<file path="src/dicond_consts.vh">
// constants for the digital input conditioner
`ifndef DICOND_CONSTS_VH
`define DICOND_CONSTS_VH
`define DICOND_CFG_CODE 8'h11
`define DICOND_ID_EIGHT 8'h18
`define DICOND_ID_SEVEN 8'h17
`define DICOND_CH_LFD 0
`define DICOND_CH_INV 1
`define DICOND_CH_ON_LO 2
`define DICOND_CH_OFF_LO 4
`define DICOND_CH_TYPE_LO 6
`define DICOND_TYPE_PROX 2'h0
`define DICOND_TYPE_BAD 2'h3
`define DICOND_CH_DEFAULT 8'h00
`define DICOND_CLK_MHZ 250
`define DICOND_TICK_CYC (`DICOND_CLK_MHZ * 1000)
`define DICOND_DLY1_MS 10
`define DICOND_DLY2_MS 100
`define DICOND_DLY3_MS 1000
`define DICOND_REFRESH_US 6500
`define DICOND_REFRESH_CYC (`DICOND_REFRESH_US * `DICOND_CLK_MHZ)
`define DICOND_ADDR_CTRL 12'h000
`define DICOND_ADDR_PRM 12'h004
`define DICOND_ADDR_STAT 12'h008
`define DICOND_ADDR_CFG 12'h00C
`define DICOND_ADDR_CH0 12'h010
`endif

</file>
<file path="src/dicond_top.v">
// digital input conditioner: parameter decode, eight channels, input bytes, apb registers
//
// The APB slave port and the placing of the registers were decided locally.
`timescale 1ns/1ps
`include "dicond_consts.vh"
module dicond_top (
  input wire CORE_CLK,
  input wire SYS_RST,
  input wire [7:0] DIN,
  input wire [7:0] LINE_FAULT,
  input wire PSEL,
  input wire PENABLE,
  input wire PWRITE,
  input wire [11:0] PADDR,
  input wire [31:0] PWDATA,
  output reg [31:0] PRDATA,
  output reg PREADY,
  output reg PSLVERR,
  output reg [7:0] IN_BYTE1,
  output reg [7:0] IN_BYTE2,
  output reg IN_STROBE,
  output reg [7:0] CFG_CODE
);
  ////////////////////////////////////////////////////////////////
  // input synchronisers: change counts once stages two and three agree
  reg [7:0] din_s1, din_s2, din_s3, din_q;
  reg [7:0] flt_s1, flt_s2, flt_s3, flt_q;
  always @(posedge CORE_CLK) begin
    if (SYS_RST) begin
      din_s1 <= 8'h00;
      din_s2 <= 8'h00;
      din_s3 <= 8'h00;
      din_q <= 8'h00;
      flt_s1 <= 8'h00;
      flt_s2 <= 8'h00;
      flt_s3 <= 8'h00;
      flt_q <= 8'h00;
    end else begin
      din_s1 <= DIN;
      din_s2 <= din_s1;
      din_s3 <= din_s2;
      din_q <= (din_s2 & din_s3) | (din_q & (din_s2 | din_s3));
      flt_s1 <= LINE_FAULT;
      flt_s2 <= flt_s1;
      flt_s3 <= flt_s2;
      flt_q <= (flt_s2 & flt_s3) | (flt_q & (flt_s2 | flt_s3));
    end
  end

  ////////////////////////////////////////////////////////////////
  // time bases
  reg [17:0] tick_cnt;
  reg ms_tick;
  reg [21:0] ref_cnt;
  always @(posedge CORE_CLK) begin
    if (SYS_RST) begin
      tick_cnt <= 18'h00000;
      ms_tick <= 1'b0;
    end else if (tick_cnt == `DICOND_TICK_CYC - 1) begin
      tick_cnt <= 18'h00000;
      ms_tick <= 1'b1;
    end else begin
      tick_cnt <= tick_cnt + 18'd1;
      ms_tick <= 1'b0;
    end
  end

  ////////////////////////////////////////////////////////////////
  // parameter telegram reception, one byte per write to the telegram register
  localparam ST_IDLE = 2'd0;
  localparam ST_EIGHT = 2'd1;
  localparam ST_SEVEN = 2'd2;
  reg [1:0] state;
  reg [3:0] idx;
  reg [7:0] cfg_mem [0:7];
  reg [7:0] stage [0:7];
  reg [7:0] seven_lfd;
  reg mode_seven;
  reg prm_ok;
  reg prm_err;
  integer i;
  integer j;

  wire acc = PSEL & PENABLE & PREADY;
  wire wr = acc & PWRITE;
  wire prm_wr = wr && PADDR == `DICOND_ADDR_PRM;
  wire [7:0] pb = PWDATA[7:0];

  // type codes 0 proximity, 1 and 2 active
  function type_ok;
    input [7:0] b;
    begin
      // active types refused with fault detection on
      type_ok = b[`DICOND_CH_TYPE_LO +: 2] != `DICOND_TYPE_BAD &&
        (b[`DICOND_CH_TYPE_LO +: 2] == `DICOND_TYPE_PROX || !b[`DICOND_CH_LFD]);
    end
  endfunction

  reg all_ok;
  always @* begin
    all_ok = 1'b1;
    for (j = 0; j < 7; j = j + 1) begin
      if (!type_ok(stage[j])) begin
        all_ok = 1'b0;
      end
    end
  end

  always @(posedge CORE_CLK) begin
    if (SYS_RST) begin
      state <= ST_IDLE;
      idx <= 4'h0;
      seven_lfd <= 8'h00;
      mode_seven <= 1'b0;
      prm_ok <= 1'b0;
      prm_err <= 1'b0;
      for (i = 0; i < 8; i = i + 1) begin
        cfg_mem[i] <= `DICOND_CH_DEFAULT;
        stage[i] <= `DICOND_CH_DEFAULT;
      end
    end else if (wr && PADDR == `DICOND_ADDR_CTRL && PWDATA[0]) begin
      state <= ST_IDLE;
      idx <= 4'h0;
    end else if (prm_wr) begin
      case (state)
        ST_IDLE: begin
          idx <= 4'h0;
          if (pb == `DICOND_ID_EIGHT) begin
            state <= ST_EIGHT;
          end else if (pb == `DICOND_ID_SEVEN) begin
            state <= ST_SEVEN;
          end else begin
            prm_err <= 1'b1;
          end
        end
        ST_EIGHT: begin
          // whole byte is one channel's setting
          stage[idx[2:0]] <= pb;
          idx <= idx + 4'd1;
          if (idx == 4'd7) begin
            state <= ST_IDLE;
            if (all_ok && type_ok(pb)) begin
              for (i = 0; i < 7; i = i + 1) begin
                cfg_mem[i] <= stage[i];
              end
              cfg_mem[7] <= pb;
              mode_seven <= 1'b0;
              prm_ok <= 1'b1;
              prm_err <= 1'b0;
            end else begin
              prm_err <= 1'b1;
            end
          end
        end
        ST_SEVEN: begin
          idx <= idx + 4'd1;
          // bit 7 and second byte ignored
          if (idx == 4'd0) begin
            seven_lfd <= {1'b0, pb[6:0]};
          end
          if (idx == 4'd2) begin
            state <= ST_IDLE;
            if (pb[7:6] != `DICOND_TYPE_BAD && (pb[7:6] == `DICOND_TYPE_PROX || seven_lfd == 8'h00)) begin
              for (i = 0; i < 8; i = i + 1) begin
                cfg_mem[i] <= {pb[7:1], (i < 7) ? seven_lfd[i] : 1'b0};
              end
              mode_seven <= 1'b1;
              prm_ok <= 1'b1;
              prm_err <= 1'b0;
            end else begin
              prm_err <= 1'b1;
            end
          end
        end
        default: begin
          state <= ST_IDLE;
        end
      endcase
    end
  end

  ////////////////////////////////////////////////////////////////
  // channels
  wire [7:0] ch_status;
  wire [7:0] ch_fault;
  genvar g;
  generate
    for (g = 0; g < 8; g = g + 1) begin : gch
      dicond_channel u_ch (
        .clk(CORE_CLK),
        .rst(SYS_RST),
        .ms_tick(ms_tick),
        .raw_in(din_q[g]),
        .raw_fault(flt_q[g]),
        .cfg(cfg_mem[g]),
        .status(ch_status[g]),
        .fault(ch_fault[g])
      );
    end
  endgenerate

  ////////////////////////////////////////////////////////////////
  // input bytes and refresh
  function [7:0] pack4;
    input [3:0] st;
    input [3:0] ft;
    begin
      pack4 = {ft[3], st[3], ft[2], st[2], ft[1], st[1], ft[0], st[0]};
    end
  endfunction

  // seven-channel mode leaves channel 8 bits empty
  wire [3:0] hi_mask = mode_seven ? 4'h7 : 4'hF;

  always @(posedge CORE_CLK) begin
    if (SYS_RST) begin
      ref_cnt <= 22'h000000;
      IN_BYTE1 <= 8'h00;
      IN_BYTE2 <= 8'h00;
      IN_STROBE <= 1'b0;
      CFG_CODE <= 8'h00;
    end else begin
      CFG_CODE <= `DICOND_CFG_CODE;
      if (ref_cnt == `DICOND_REFRESH_CYC - 1) begin
        ref_cnt <= 22'h000000;
        IN_STROBE <= 1'b1;
        IN_BYTE1 <= pack4(ch_status[7:4] & hi_mask, ch_fault[7:4] & hi_mask);
        IN_BYTE2 <= pack4(ch_status[3:0], ch_fault[3:0]);
      end else begin
        ref_cnt <= ref_cnt + 22'd1;
        IN_STROBE <= 1'b0;
      end
    end
  end

  ////////////////////////////////////////////////////////////////
  // apb slave, one wait state
  wire [31:0] flt_word = {24'h000000, ch_fault};
  // status word: [7:0] status, [13:8] receiver flags, [23:16] fault
  wire [31:0] stat_word = {8'h00, flt_word[7:0], 2'b00, state, 1'b0, mode_seven, prm_err, prm_ok, ch_status};
  wire mapped = PADDR == `DICOND_ADDR_CTRL || PADDR == `DICOND_ADDR_PRM || PADDR == `DICOND_ADDR_STAT
    || PADDR == `DICOND_ADDR_CFG || (PADDR >= `DICOND_ADDR_CH0 && PADDR < `DICOND_ADDR_CH0 + 12'h020
    && PADDR[1:0] == 2'b00);
  // channel index counts from the first channel register, not from address zero
  wire [11:0] ch_off = PADDR - `DICOND_ADDR_CH0;
  wire [2:0] ch_idx = ch_off[4:2];

  always @(posedge CORE_CLK) begin
    if (SYS_RST) begin
      PREADY <= 1'b0;
      PRDATA <= 32'h00000000;
      PSLVERR <= 1'b0;
    end else if (PSEL && PENABLE && !PREADY) begin
      PREADY <= 1'b1;
      PSLVERR <= !mapped || (!PWRITE && PADDR == `DICOND_ADDR_PRM);
      if (!PWRITE) begin
        if (PADDR == `DICOND_ADDR_STAT) begin
          PRDATA <= stat_word;
        end else if (PADDR == `DICOND_ADDR_CFG) begin
          PRDATA <= {24'h000000, `DICOND_CFG_CODE};
        end else if (PADDR >= `DICOND_ADDR_CH0 && mapped) begin
          PRDATA <= {24'h000000, cfg_mem[ch_idx]};
        end else begin
          PRDATA <= 32'h00000000;
        end
      end
    end else begin
      PREADY <= 1'b0;
      PSLVERR <= 1'b0;
    end
  end
endmodule

</file>
<file path="src/dicond_channel.v">
// one input channel: on delay, off delay, inversion, fault qualification
`timescale 1ns/1ps
`include "dicond_consts.vh"
module dicond_channel (
  input wire clk,
  input wire rst,
  input wire ms_tick,
  input wire raw_in,
  input wire raw_fault,
  input wire [7:0] cfg,
  output reg status,
  output reg fault
);
  reg filt;
  reg [9:0] ms_cnt;
  wire lfd_en = cfg[`DICOND_CH_LFD];
  wire inv_en = cfg[`DICOND_CH_INV];
  wire [1:0] on_sel = cfg[`DICOND_CH_ON_LO +: 2];
  wire [1:0] off_sel = cfg[`DICOND_CH_OFF_LO +: 2];

  function [9:0] dly_ms;
    input [1:0] sel;
    begin
      case (sel)
        2'h1: dly_ms = 10'd`DICOND_DLY1_MS;
        2'h2: dly_ms = 10'd`DICOND_DLY2_MS;
        2'h3: dly_ms = 10'd`DICOND_DLY3_MS;
        default: dly_ms = 10'h000;
      endcase
    end
  endfunction

  wire [9:0] need = raw_in ? dly_ms(on_sel) : dly_ms(off_sel);

  always @(posedge clk) begin
    if (rst) begin
      filt <= 1'b0;
      ms_cnt <= 10'h000;
    end else if (raw_in == filt) begin
      ms_cnt <= 10'h000;
    end else if (need == 10'h000 || (ms_tick && ms_cnt + 10'd1 >= need)) begin
      filt <= raw_in;
      ms_cnt <= 10'h000;
    end else if (ms_tick) begin
      ms_cnt <= ms_cnt + 10'd1;
    end
  end

  // fault flag only while detection enabled
  always @(posedge clk) begin
    if (rst) begin
      status <= 1'b0;
      fault <= 1'b0;
    end else begin
      status <= filt ^ inv_en;
      fault <= lfd_en & raw_fault;
    end
  end
endmodule

</file>
<file path="config.mk">
export PLATFORM = sky130hd
export DESIGN_NAME = dicond_top
export DESIGN_NICKNAME = d
export VERILOG_FILES = /design/src/dicond_top.v /design/src/dicond_channel.v
export VERILOG_INCLUDE_DIRS = /design/src
export SDC_FILE = /design/constraint.sdc
export NUM_CORES = 1
export LEC_CHECK = 0
export BUFFER_PORTS_ARGS = -buffer_cell sky130_fd_sc_hd__buf_2
export CAP_MARGIN = 30
export CORE_MARGIN = 1
export CORE_UTILIZATION = 35
export DETAILED_ROUTE_END_ITERATION = 12
export PLACE_DENSITY = 0.47
export SLEW_MARGIN = 15
export SYNTH_ARGS = -nofsm -noshare
export SYNTH_HDL_FRONTEND = slang
export SYNTH_SLANG_ARGS = --single-unit
</file>
<file path="constraint.sdc">
create_clock -name CORE_CLK -period 11.3 [get_ports CORE_CLK]
set_input_delay 0.565 -clock CORE_CLK [delete_from_list [all_inputs] [get_ports CORE_CLK]]
set_output_delay 0.565 -clock CORE_CLK [all_outputs]
set_load 0.02 [all_outputs]
</file>
==> metrics.md, run 1 <==
| Metric | Value |
|---|---|
| Area delta synth->final | 12.83% |
| Slew margin rel. | between 30% and 40% |
| Initial core utilization | 35.45% |
| Net Sw Frac | between 20% and 30% |
| Leakage dissipation | 0.007949 uW |
| Via-to-Cell Ratio | 5.063 |
| Dpl hpwl | approximately 31000 microns |
| Share of post-route cells with drive strength above 1 | between 10 and 15% |
| Power Total | ~3100 uW |
| Clk buf depth | 3 |
| Hold Vio Cnt, Final | 0 |
| Seq pwr share | slightly below 50% |
| Reg2reg setup slack | 8120 ps |
| DRT iter0 DRCs | around 660 |
| Worst Reg-to-Reg Cells | 5 |
| Initial antenna violation count | 0 |
| Crit-path cells | buf_2 -> nor4b_2 -> nand4_1 -> or2_2 -> nor3_2 -> or2_1 |
| Gpl congestion | between 0.7 and 0.8 |
| Vias in the first global route | 13190 |
| Setup TNS | 0 ps |
| Fin crit share | ~31% |
| Final Skew | approximately 24 ps |
| GR Overflow Total | 0 |
| Largest net degree at the start of global routing | 78 |
| Worst Setup EP | stage[2][6]$_SDFFCE_PN0P_ |
| Post-synth EDFFs | roughly 120 |
| Clock share of power | a little under half |
| Fin nets | between 2000 and 2500 |
| Critical path's slowest cell | nand4_1 |
| Psw | between 700 and 800 uW |
| HP Class | input pin to flop |
| Power Density | 145.8 nW/um^2 |
| # DRC | 0 |
| CTS tree | built |
| Top delay family on crit path | simple AND/OR/NAND/NOR gates |
| Yosys reg bits | between 300 and 400 |
| Design area | roughly 21000 sq um |
| Root buffer cell | clkbuf_16 |
| Die Wd | around 230 microns |
| H-tree depth | 2 |
| Gr usage total | 16.95% |
| IO Pins | between 100 and 150 |
| Top_reg_cell synth | dfxtp_1 |
| WS Path Type | input pin to flop |
| Arrival @ worst endpoint | 3750 ps |
| CTS clk-pin slew, worst paths | 60 ps |
| CP endpoint kind | flop |
| RSZ-0062 raised after global routing | false |
| Setup crit start kind | input pin |
| Hold_buf cts | 0 |
| Leading cell type by number of instances after synthesis | dfxtp_1 |
| Clock Latency Late Sink | about 580 ps |
| DR WL/cell | about 17 microns |
| Total Wirelength | between 40000 and 50000 microns |
| DRT Pass-1 Iters | 5 |
| Maximum VDD drop | a little over 0.1 mV |
| Crit path from | PADDR[2] |
| Synthesized instance count | around 1900 |
| Number of routed nets with antenna violations | 0 |
| CP Buf/Inv Count | 1 |
| Area of the core | 52550 sq um |
| Seq/Total Area, Yosys | between 40% and 50% |
| Fmax | between 200 and 300 MHz |
| Input/output buffers | 82 |
| Async SR Flop Fraction | 0% |
| Internal power | roughly 2400 uW |
| Slew @ Worst Pin | 1036 ps |
| Post-synth top area cell | dfxtp_1 |
| Core Rows | 84 |
| Slew Viols, Final | 0 |
| CTS resizes | 0 |
| CP max stage delay | around 720 ps |
| Critical path peak fanout | 18 |
| Dpl cell area | 19520 sq um |
| Clock sink count | between 300 and 400 |
| Post-CTS Setup Bufs | 0 |
| First-pass GRT wire length | a little over 70000 microns |
| Post-Route Utilization | 40.00% |
| Post-synth top cells | 267 x dfxtp_1, 168 x nor2_1, 166 x nand2_1, 119 x edfxtp_1, 119 x xor2_1 |
| Top-area cell type share of the netlist area | between 20 and 30% |
| Number of stages on the worst setup path | 6 |
| Top post-synthesis cells by area | dfxtp_1 29%, edfxtp_1 19%, xor2_1 5.6%, ha_1 5.4%, nor2_1 3.4% |
| Die ar. | approximately 54000 sq um |
| Maxcap violations | 0 |
| Die Y | 232.7 microns |
| Combinational share of power | under 10% |
| Syn_area_per_cell | 9.899 sq um |
| Cell variety after synth | 66 |
| CTS Buf Count | 46 |
| Status | completed |
| Worst reg2reg startpoint | PREADY$_SDFF_PP0_ |
| Ant. Diodes | 0 |
| Via count | ~13000 |
| R2r endpoint | stage[2][6]$_SDFFCE_PN0P_ |
| Mapped Area | approximately 19000 sq um |
| CP required | approximately 12000 ps |
| Final setup violation count | 0 |
| Fin crit period | ~3500 ps |
| Synth warn | 0 |
==> cell usage in the layout, fill, tap and decap left out, types with 7 or more instances in the layout <==
cell type	instances
nand2_1	166
o21a_1	10
nor3_1	13
a22o_1	56
clkbuf_16	47
nand4_1	51
and2_1	55
and4_1	13
a22oi_1	8
nor4_1	10
o211a_1	8
o21ai_0	46
a21bo_2	8
nor2b_1	61
clkbuf_1	17
and3_1	20
buf_2	82
or2_2	9
a211o_1	8
mux2i_1	23
o32ai_1	16
xor2_1	119
or3_1	7
nand2b_1	9
xnor2_1	64
a21oi_1	117
mux4_2	16
nor2_1	168
a32oi_1	12
edfxtp_1	119
dfxtp_1	266
buf_4	18
inv_1	50
a211oi_1	9
conb_1	17
ha_1	81
nand3_1	79
==> worst min-delay path by stage <==
stage | from | endpoint | slack (ps) | cells past startpoint
after global placement | flt_s1[1]$_SDFF_PP0_ | flt_s2[1]$_SDFF_PP0_ | 430 | 1
after detailed placement | din_s1[5]$_SDFF_PP0_ | din_s2[5]$_SDFF_PP0_ | 420 | 1
after floorplan | din_s1[0]$_SDFF_PP0_ | din_s2[0]$_SDFF_PP0_ | 410 | 1
after CTS | LINE_FAULT[6] | flt_s1[6]$_SDFF_PP0_ | 150 | 2
final | LINE_FAULT[2] | flt_s1[2]$_SDFF_PP0_ | 190 | 2
after global routing | LINE_FAULT[4] | flt_s1[4]$_SDFF_PP0_ | 170 | 2
==> through the flow <==
stage	hold WS, ps	setup WS (ps)	cells
final	193.6	7775	2649
after global routing	171.4	7514	2649
after CTS	153.9	7718	2649
after detailed placement	423.1	7097	2564
after global placement	426.6	7183	2563
after floorplan	413.8	7314	1898
==> state kept, by name (all words and copies together), names as in the netlist, 18 cells and up <==
| signal | cells |
|---|---|
| PRDATA | 21 |
| stage | 56 |
| tick_cnt | 18 |
| ref_cnt | 22 |
| gch.u_ch.ms_cnt | 80 |
| cfg_mem | 64 |
==> layer usage <==
| metal | up-vias | GRT usage [%] | routed length, microns |
|---|---|---|---|
| li1 | 6759 | - | - |
| met1 | 6449 | 22.36 | 21440 |
| met2 | 143 | 28.82 | 21580 |
| met3 | 60 | 2.230 | 1175 |
| met4 | 0 | 4.861 | 976 |
| met5 | - | 0 | 0 |
==> cell type report <==
class                      instances  area, sq um
clock buffer                      70         1314
clock inverter                    15        183.9
fill                            5218        31530
inverter                          50        187.7
multi-input combinational       1340         9010
sequential                       386         8920
tap                              688        860.8
timing repair buffer             100        545.5
==> worst reg2reg max path: stages (launching register included) <==
cell,delay [ps]
dfxtp_1,380
and4_1,340
nand4_1,650
or2_2,610
nor3_2,410
or2_1,440
==> logic make-up after synthesis <==
kind of cell / count (synthesis) / synth area share [%]
compound gates: 334 / 12.18
xor+xnor: 183 / 8.603
fa+ha+maj: 81 / 5.440
buf+inv: 172 / 4.164
flops: 386 / 47.87
mux: 39 / 3.170
other cells: 1 / 0.02013
simple gates: 686 / 18.55
==> power by group through the flow <==
stage          Clock [uW]  Combinational [uW]  Sequential [uW]
4_1_cts              1510                 126             1490
5_1_grt              1570                 138             1490
3_5_place_dp            0                 126             1520
3_3_place_gp            0                 124             1510
6_report             1460                 123             1490
2_1_floorplan           0                88.6             1510
No activity file was read; power rests on OpenSTA's default activity.
==> inputs of run 2 (changes only) <==
--- a/config.mk
+++ b/config.mk
@@ -6,12 +6,13 @@
 export SDC_FILE = /design/constraint.sdc
 export NUM_CORES = 1
 export LEC_CHECK = 0
+export ABC_AREA = 1
 export BUFFER_PORTS_ARGS = -buffer_cell sky130_fd_sc_hd__buf_2
 export CAP_MARGIN = 30
 export CORE_MARGIN = 1
 export CORE_UTILIZATION = 35
 export DETAILED_ROUTE_END_ITERATION = 12
-export PLACE_DENSITY = 0.47
+export PLACE_DENSITY = 0.49
 export SLEW_MARGIN = 15
 export SYNTH_ARGS = -nofsm -noshare
 export SYNTH_HDL_FRONTEND = slang
==> constraint.sdc (replaced) <==
create_clock -name CORE_CLK -period 3 [get_ports CORE_CLK]
set_input_delay 0.15 -clock CORE_CLK [delete_from_list [all_inputs] [get_ports CORE_CLK]]
set_output_delay 0.15 -clock CORE_CLK [all_outputs]
set_load 0.02 [all_outputs]
==> run 2 against run 1 <==
The run now ends with design-rule violations left. Power increased to 3.7 times the previous value. Sequential share of layout area down 1.5 points. Worst setup slack lost 7500 ps. Non-clock buffer count increased by 44. Via count up 17%. Final cell count rose by 20%. Synthesized cell count up 25%. Synthesized area grew 1.3%. Design area grew 3.6%. Register-to-register slack worse by 7800 ps. Utilization rose by 1.2 points. Wire length up 9.9%. Critical path type is now flop to flop. Critical endpoint is now gch[1].u_ch.ms_cnt[5]$_SDFFE_PP0P_. Largest power group unchanged. Highest routed layer unchanged.
==> metrics.md, run 2 <==
| Metric | Value |
|---|---|
| Hold Vio Cnt, Final | 0 |
| Top post-synthesis cells by area | dfxtp_1 28%, edfxtp_1 19%, nand2_1 8.8%, nor2_1 7.3%, ha_1 5.4% |
| Most frequent cells in the layout | 440 x nand2_1, 368 x nor2_1, 266 x dfxtp_1, 266 x inv_1, 139 x nand3_1 |
| Setup crit start kind | flop |
| Final Skew | 22.61 ps |
| Crit-path cells | ha_1 -> nand4_1 -> nor2_1 -> nand2_1 -> xor2_1 -> ha_1 -> nand2_1 -> nor2_1 -> a211oi_1 -> nand4_1 -> nand2_1 -> nand4_1 -> buf_4 -> nor2_1 |
| Placed Cells incl. Taps | about 3000 |
| Vias in the first global route | about 15000 |
| Die Wd | approximately 230 microns |
| Post-synth top cells | 440 x nand2_1, 369 x nor2_1, 267 x dfxtp_1, 266 x inv_1, 140 x nand3_1 |
| Dpl hpwl | approximately 36000 microns |
| Gr usage total | between 10% and 20% |
| Largest net degree at the start of global routing | a little under 80 |
| Status | finished with violations |
| Commonest non-fill, non-tap cell in the layout | nand2_1 |
| Number of routed nets with antenna violations | 0 |
| Root buffer cell | clkbuf_16 |
| Arrival @ worst endpoint | roughly 3200 ps |
| WS Path Type | flop to flop |
| Min Hold Slack | between 60 and 70 ps |
| Final setup violation count | 0 |
| H-tree depth | 2 |
| Seq pwr share | just under 50% |
| RSZ-0062 raised after global routing | false |
| Final worst slack | between 200 and 300 ps |
| Critical path peak fanout | 10 |
| Leakage dissipation | about 0.0094 uW |
| Die Y | approximately 230 microns |
| Input/output buffers | 82 |
| Power Density | 522.2 nW/um^2 |
| Fin crit period | ~2700 ps |
| CTS Buf Count | 43 |
| CP endpoint kind | flop |
| GR Overflow Total | 0 |
| Synthesized instance count | 2349 |
| Slew margin rel. | a little under half |
| Fmax | roughly 370 MHz |
| HP Class | input pin to flop |
| Slew Viols, Final | 0 |
| Area delta synth->final | 15.37% |
| First-pass GRT wire length | 78560 microns |
| Async SR Flop Fraction | 0% |
| CTS clk-pin slew, worst paths | 60 ps |
| Yosys reg bits | roughly 390 |
| Syn_area_per_cell | between 8 and 9 sq um |
| Psw | about 2700 uW |
| Slew @ Worst Pin | between 800 and 900 ps |
| IO Pins | ~120 |
| Cell variety after synth | 56 |
| Fin crit share | roughly 91% |
| Post-synth EDFFs | approximately 120 |
| Core Rows | 84 |
| DP Worst Slack | ~190 ps |
| Filler cell count | 5370 |
| Fin nets | 2614 |
| CP max stage delay | 390 ps |
| Top_reg_cell synth | dfxtp_1 |
| Via-to-Cell Ratio | roughly 5 |
| Share of post-route cells with drive strength above 1 | a little under a tenth |
| CP required | ~3500 ps |
| Maxcap violations | 0 |
| Maximum VDD drop | between 0.4 and 0.5 mV |
| Clock share of power | approximately 45% |
| Setup TNS | 0 ps |
| # DRC | 3 |
| Post-synth top area cell | dfxtp_1 |
| Combinational share of power | 5.5% |
| Critical path's slowest cell | dfxtp_1 |
| Leading cell type by number of instances after synthesis | nand2_1 |
| Initial antenna violation count | 0 |
| CTS tree | built |
| Ant. Diodes | 0 |
| DRT Pass-1 Iters | 9 |
| Largest Register | gch.u_ch.ms_cnt |
| Via count | around 16000 |
| Synth warn | 0 |
| Initial core utilization | a little over a third |
| DR WL/cell | around 16 microns |
| Power Total | approximately 11000 uW |
| Non-filler cells, final | 3189 |
| Mapped Area | about 19000 sq um |
| Largest register FFs | 80 |
| Top Registers | gch.u_ch.ms_cnt: 80 flops, cfg_mem: 64 flops, stage: 56 flops |
| Gpl congestion | roughly 0.84 |
| Clock Latency Late Sink | between 500 and 600 ps |
| Die ar. | between 50000 and 60000 sq um |
| Failing checks | design-rule violations |
| Seq/Total Area, Yosys | 47.26% |
| DRT iter0 DRCs | between 900 and 1000 |
| Clock sink count | about 390 |
| Area of the core | about 53000 sq um |
| Total Wirelength | 49620 microns |
| Clk buf depth | 3 |
| Net Sw Frac | a little under a quarter |
| Internal power | 8671 uW |
| Top-area cell type share of the netlist area | between 20% and 30% |
## run 2: power by group through the flow
stage / combinational, uW / clock, uW / sequential (uW)
floorplan: 385 / 0 / 5690
global placement: 590 / 0 / 5710
detailed placement: 597 / 0 / 5720
CTS: 627 / 5270 / 5600
global route: 700 / 5480 / 5610
finish: 627 / 5140 / 5600
## run 2: timing repair
item / in CTS / in global routing
hold buffers: 27 / 0
resized for setup: 0 / 11
endpoints found under the hold margin: 37 / 0
setup buffers: 0 / 0
endpoints found under the setup margin: 0 / 51
## run 2: worst max-delay path: cells and delay by family (launching register included)
| kind | cells | cell delay [ps] |
|---|---|---|
| and+or+nand+nor | 9 | 1110 |
| DFF | 1 | 390 |
| adders and majority gates | 2 | 520 |
| xor gates and xnor gates | 1 | 210 |
| AOI/OAI and AO/OA | 1 | 200 |
| buffers and inverters | 1 | 220 |
## run 2: path summary, 6_finish.rpt
check / startpoint / slack, ps / end / cells after the start
max: gch[1].u_ch.ms_cnt[0]$_SDFFE_PP0P_ / 280 / gch[1].u_ch.ms_cnt[5]$_SDFFE_PP0P_ / 14
max reg2reg: gch[1].u_ch.ms_cnt[0]$_SDFFE_PP0P_ / 280 / gch[1].u_ch.ms_cnt[5]$_SDFFE_PP0P_ / 14
min reg2reg: flt_s1[2]$_SDFF_PP0_ / 400 / flt_s2[2]$_SDFF_PP0_ / 2
min: PWDATA[1] / 60 / seven_lfd[1]$_SDFFE_PP0P_ / 3
## run 2: cell type report
class | count | area, sq um | share of cell area [%]
clock buffers | 60 | 1191 | 5.470
repair buffers | 144 | 983.4 | 4.516
clock inverters | 18 | 161.4 | 0.7413
well taps | 688 | 860.8 | 3.953
flip-flops and latches | 386 | 8920 | 40.96
multi-input cells | 1614 | 8608 | 39.53
inverters | 279 | 1050 | 4.821
## run 2: stage by stage
stage / area (sq um) / util [%]
final: 21770 / 41.19
after global routing: 21770 / 41.19
after CTS: 21700 / 41.06
after detailed placement: 20080 / 37.99
after global placement: 20080 / 37.99
after floorplan: 18930 / -
## run 2: metal layers
metal | vias up | wire length, microns | share of wire (%) | track usage (%)
li1 | 7949 | - | - | -
met1 | 7317 | 24430 | 49 | 25.63
met2 | 288 | 22130 | 45 | 28.73
met3 | 81 | 2002 | 4.0 | 2.578
met4 | 0 | 1052 | 2.1 | 5.276
met5 | - | 0 | 0 | 0
## run 2: cells by family (layout without fill, tap and decap cells)
family	Yosys count	after routing	share of synthesized area, %
DFF	386	386	47.26
adders and majority gates	82	82	5.423
xor gates and xnor gates	83	83	3.852
AOI/OAI and AO/OA	313	313	9.487
and+or+nand+nor	1099	1099	25.07
muxes	20	20	1.061
other	1	17	0.01987
buffers and inverters	365	501	7.836
==> inputs of run 3 (changes only) <==
--- a/config.mk
+++ b/config.mk
@@ -9,10 +9,12 @@
 export ABC_AREA = 1
 export BUFFER_PORTS_ARGS = -buffer_cell sky130_fd_sc_hd__buf_2
 export CAP_MARGIN = 30
+export CELL_PAD_IN_SITES_DETAIL_PLACEMENT = 1
+export CELL_PAD_IN_SITES_GLOBAL_PLACEMENT = 1
 export CORE_MARGIN = 1
-export CORE_UTILIZATION = 35
+export CORE_UTILIZATION = 41
 export DETAILED_ROUTE_END_ITERATION = 12
-export PLACE_DENSITY = 0.49
+export PLACE_DENSITY = 0.72
 export SLEW_MARGIN = 15
 export SYNTH_ARGS = -nofsm -noshare
 export SYNTH_HDL_FRONTEND = slang
==> run 3 against run 2 <==
The run now ends clean. Sequential share of layout area about the same. Critical endpoint is now gch[3].u_ch.ms_cnt[5]$_SDFFE_PP0P_. Hold slack worse by 8.3 ps. Critical path depth did not move. Final cell count decreased by 2.6%. Sequential power hardly changed.
==> metrics.md, run 3 (synthesis gave the netlist of run 2 again) <==
| Metric | Value |
|---|---|
| Share of post-route cells with drive strength above 1 | under 10% |
| Largest net degree at the start of global routing | 77 |
| CP required | around 3500 ps |
| Fmax | between 300 and 400 MHz |
| Fin crit period | around 2800 ps |
| Maximum VDD drop | roughly 0.53 mV |
| Gpl congestion | roughly 0.86 |
| Critical path peak fanout | 10 |
| CTS Buf Count | 44 |
| Die Y | ~220 microns |
| Clk buf depth | 3 |
| Largest Register | gch.u_ch.ms_cnt |
| H-tree depth | 2 |
| Crit-path cells | ha_1 -> nand4_1 -> or2_2 -> xor2_1 -> inv_1 -> ha_1 -> a21oi_1 -> nor2_1 -> a211oi_1 -> nand4_1 -> nand2_1 -> nand4_1 -> buf_4 -> nor2_1 |
| DRT Pass-1 Iters | 5 |
| CP Buf/Inv Count | 2 |
| Top Registers | gch.u_ch.ms_cnt: 80 flops, cfg_mem: 64 flops, stage: 56 flops |
| CTS tree | built |
| GR Overflow Total | 0 |
| Initial antenna violation count | 2 |
| Initial core utilization | between 40 and 50% |
| Gr usage total | between 20 and 25% |
| First-pass GRT wire length | about 85000 microns |
| Slew @ Worst Pin | 915.7 ps |
| Crit path top cell by count | nand4_1 |
| Root buffer cell | clkbuf_16 |
| CP endpoint kind | flop |
| Number of routed nets with antenna violations | 0 |
| Leakage dissipation | around 0.0095 uW |
| Input/output buffers | a little over 80 |
| Dpl hpwl | approximately 39000 microns |
| CTS clk-pin slew, worst paths | around 60 ps |
| Area of the core | around 45000 sq um |
| Maxcap violations | 0 |
| Power Density | approximately 530 nW/um^2 |
| Hold Vio Cnt, Final | 0 |
| Critical path's slowest cell | dfxtp_1 |
| Clock sink count | 386 |
| Setup crit start kind | flop |
| Final setup violation count | 0 |
| DR WL/cell | approximately 17 microns |
| Arrival @ worst endpoint | 3270 ps |
| Via-to-Cell Ratio | between 5 and 6 |
| Via count | around 16000 |
| # DRC | 0 |
| CP max stage delay | between 300 and 400 ps |
| Clock Latency Late Sink | 580 ps |
| Fin nets | roughly 2600 |
| Vias in the first global route | between 15000 and 20000 |
| Largest register FFs | 80 |
| IO Pins | approximately 120 |
| Total Wirelength | between 50000 and 60000 microns |
| DRT iter0 DRCs | about 740 |
| HP Class | input pin to flop |
| Die Wd | between 200 and 250 microns |
| Status | completed |
| Slew margin rel. | 38.96% |
| Area delta synth->final | 15.38% |
| Slew Viols, Final | 0 |
| WS Path Type | flop to flop |
| Post-Route Utilization | a little under half |
| Core Rows | 78 |
| Die ar. | around 47000 sq um |
| Final Skew | 20.34 ps |
| Power Total | between 10000 and 15000 uW |
| Commonest non-fill, non-tap cell in the layout | nand2_1 |
| Most frequent cells in the layout | 439 x nand2_1, 368 x nor2_1, 266 x dfxtp_1, 266 x inv_1, 140 x nand3_1 |
| Top delay family on crit path | simple AND/OR/NAND/NOR gates |
| Fin crit share | between 90 and 100% |
run 3: changes by cell type in the layout (fill, tap and decap cells not counted), sizes merged:
cell	change
inv	+1
buf	+2
dlygate4sd3	+2
bufinv	-1
clkinvlp	+2
clkinv	-2
diode	+1
run 3: path summary, 6_finish.rpt:
path	from	end	slack (ps)	cells after the start
min reg2reg	flt_s1[2]$_SDFF_PP0_	flt_s2[2]$_SDFF_PP0_	400	2
min	PWDATA[1]	cfg_mem[5][1]$_DFFE_PP_	50	3
max reg2reg	gch[3].u_ch.ms_cnt[0]$_SDFFE_PP0P_	gch[3].u_ch.ms_cnt[5]$_SDFFE_PP0P_	230	14
max	gch[3].u_ch.ms_cnt[0]$_SDFFE_PP0P_	gch[3].u_ch.ms_cnt[5]$_SDFFE_PP0P_	230	14
run 3: tightest hold or removal path, cell delays in order:
cell and delay (ps):
buf_2 120, nand2_1 150, nand2_1 100
run 3: where the power goes:
part           internal (uW)  switching [uW]  total [uW]
registers               5520            96.6        5610
clock network           3070            2210        5280
logic                    204             429         633
total                   8790            2740       11500
run 3: through the flow:
| stage | setup TNS [ps] | setup WS [ps] | hold WS (ps) | instances | instance area, sq um |
|---|---|---|---|---|---|
| 2_1_floorplan | 0 | 572.7 | 257.0 | 2365 | 18930 |
| 3_3_place_gp | 0 | 244.1 | 362.5 | 2996 | 19930 |
| 3_5_place_dp | 0 | 90.05 | 371.4 | 2997 | 19950 |
| 4_1_cts | 0 | 30.27 | 28.20 | 3104 | 21670 |
| 5_1_grt | -63.02 | -22.81 | 61.06 | 3106 | 21780 |
| 6_report | 0 | 225.5 | 53.01 | 3106 | 21780 |
run 3: what timing repair did:
| item | 4_1_cts | 5_1_grt |
|---|---|---|
| hold endpoints to repair | 51 | 0 |
| resized for setup | 1 | 16 |
| setup buffers | 0 | 1 |
| pin swaps | 0 | 2 |
| hold buffers | 29 | 0 |
| setup endpoints to repair | 2 | 63 |
run 3: layout make-up:
class / instances / area [sq um]
diodes: 1 / 2.502
clock buffers: 60 / 1274
clock inverters: 18 / 150.1
fillers: 5548 / 23610
inverters: 279 / 1050
multi-input cells: 1614 / 8641
flip-flops and latches: 386 / 8920
well taps: 600 / 750.7
repair buffers: 148 / 988.4
run 3: routing by layer:
metal	vias up	global-route usage, %	wire length (microns)
li1	7938	-	-
met1	7694	29.00	24260
met2	216	38.82	25080
met3	98	3.607	1727
met4	0	7.723	1488
met5	-	0	0
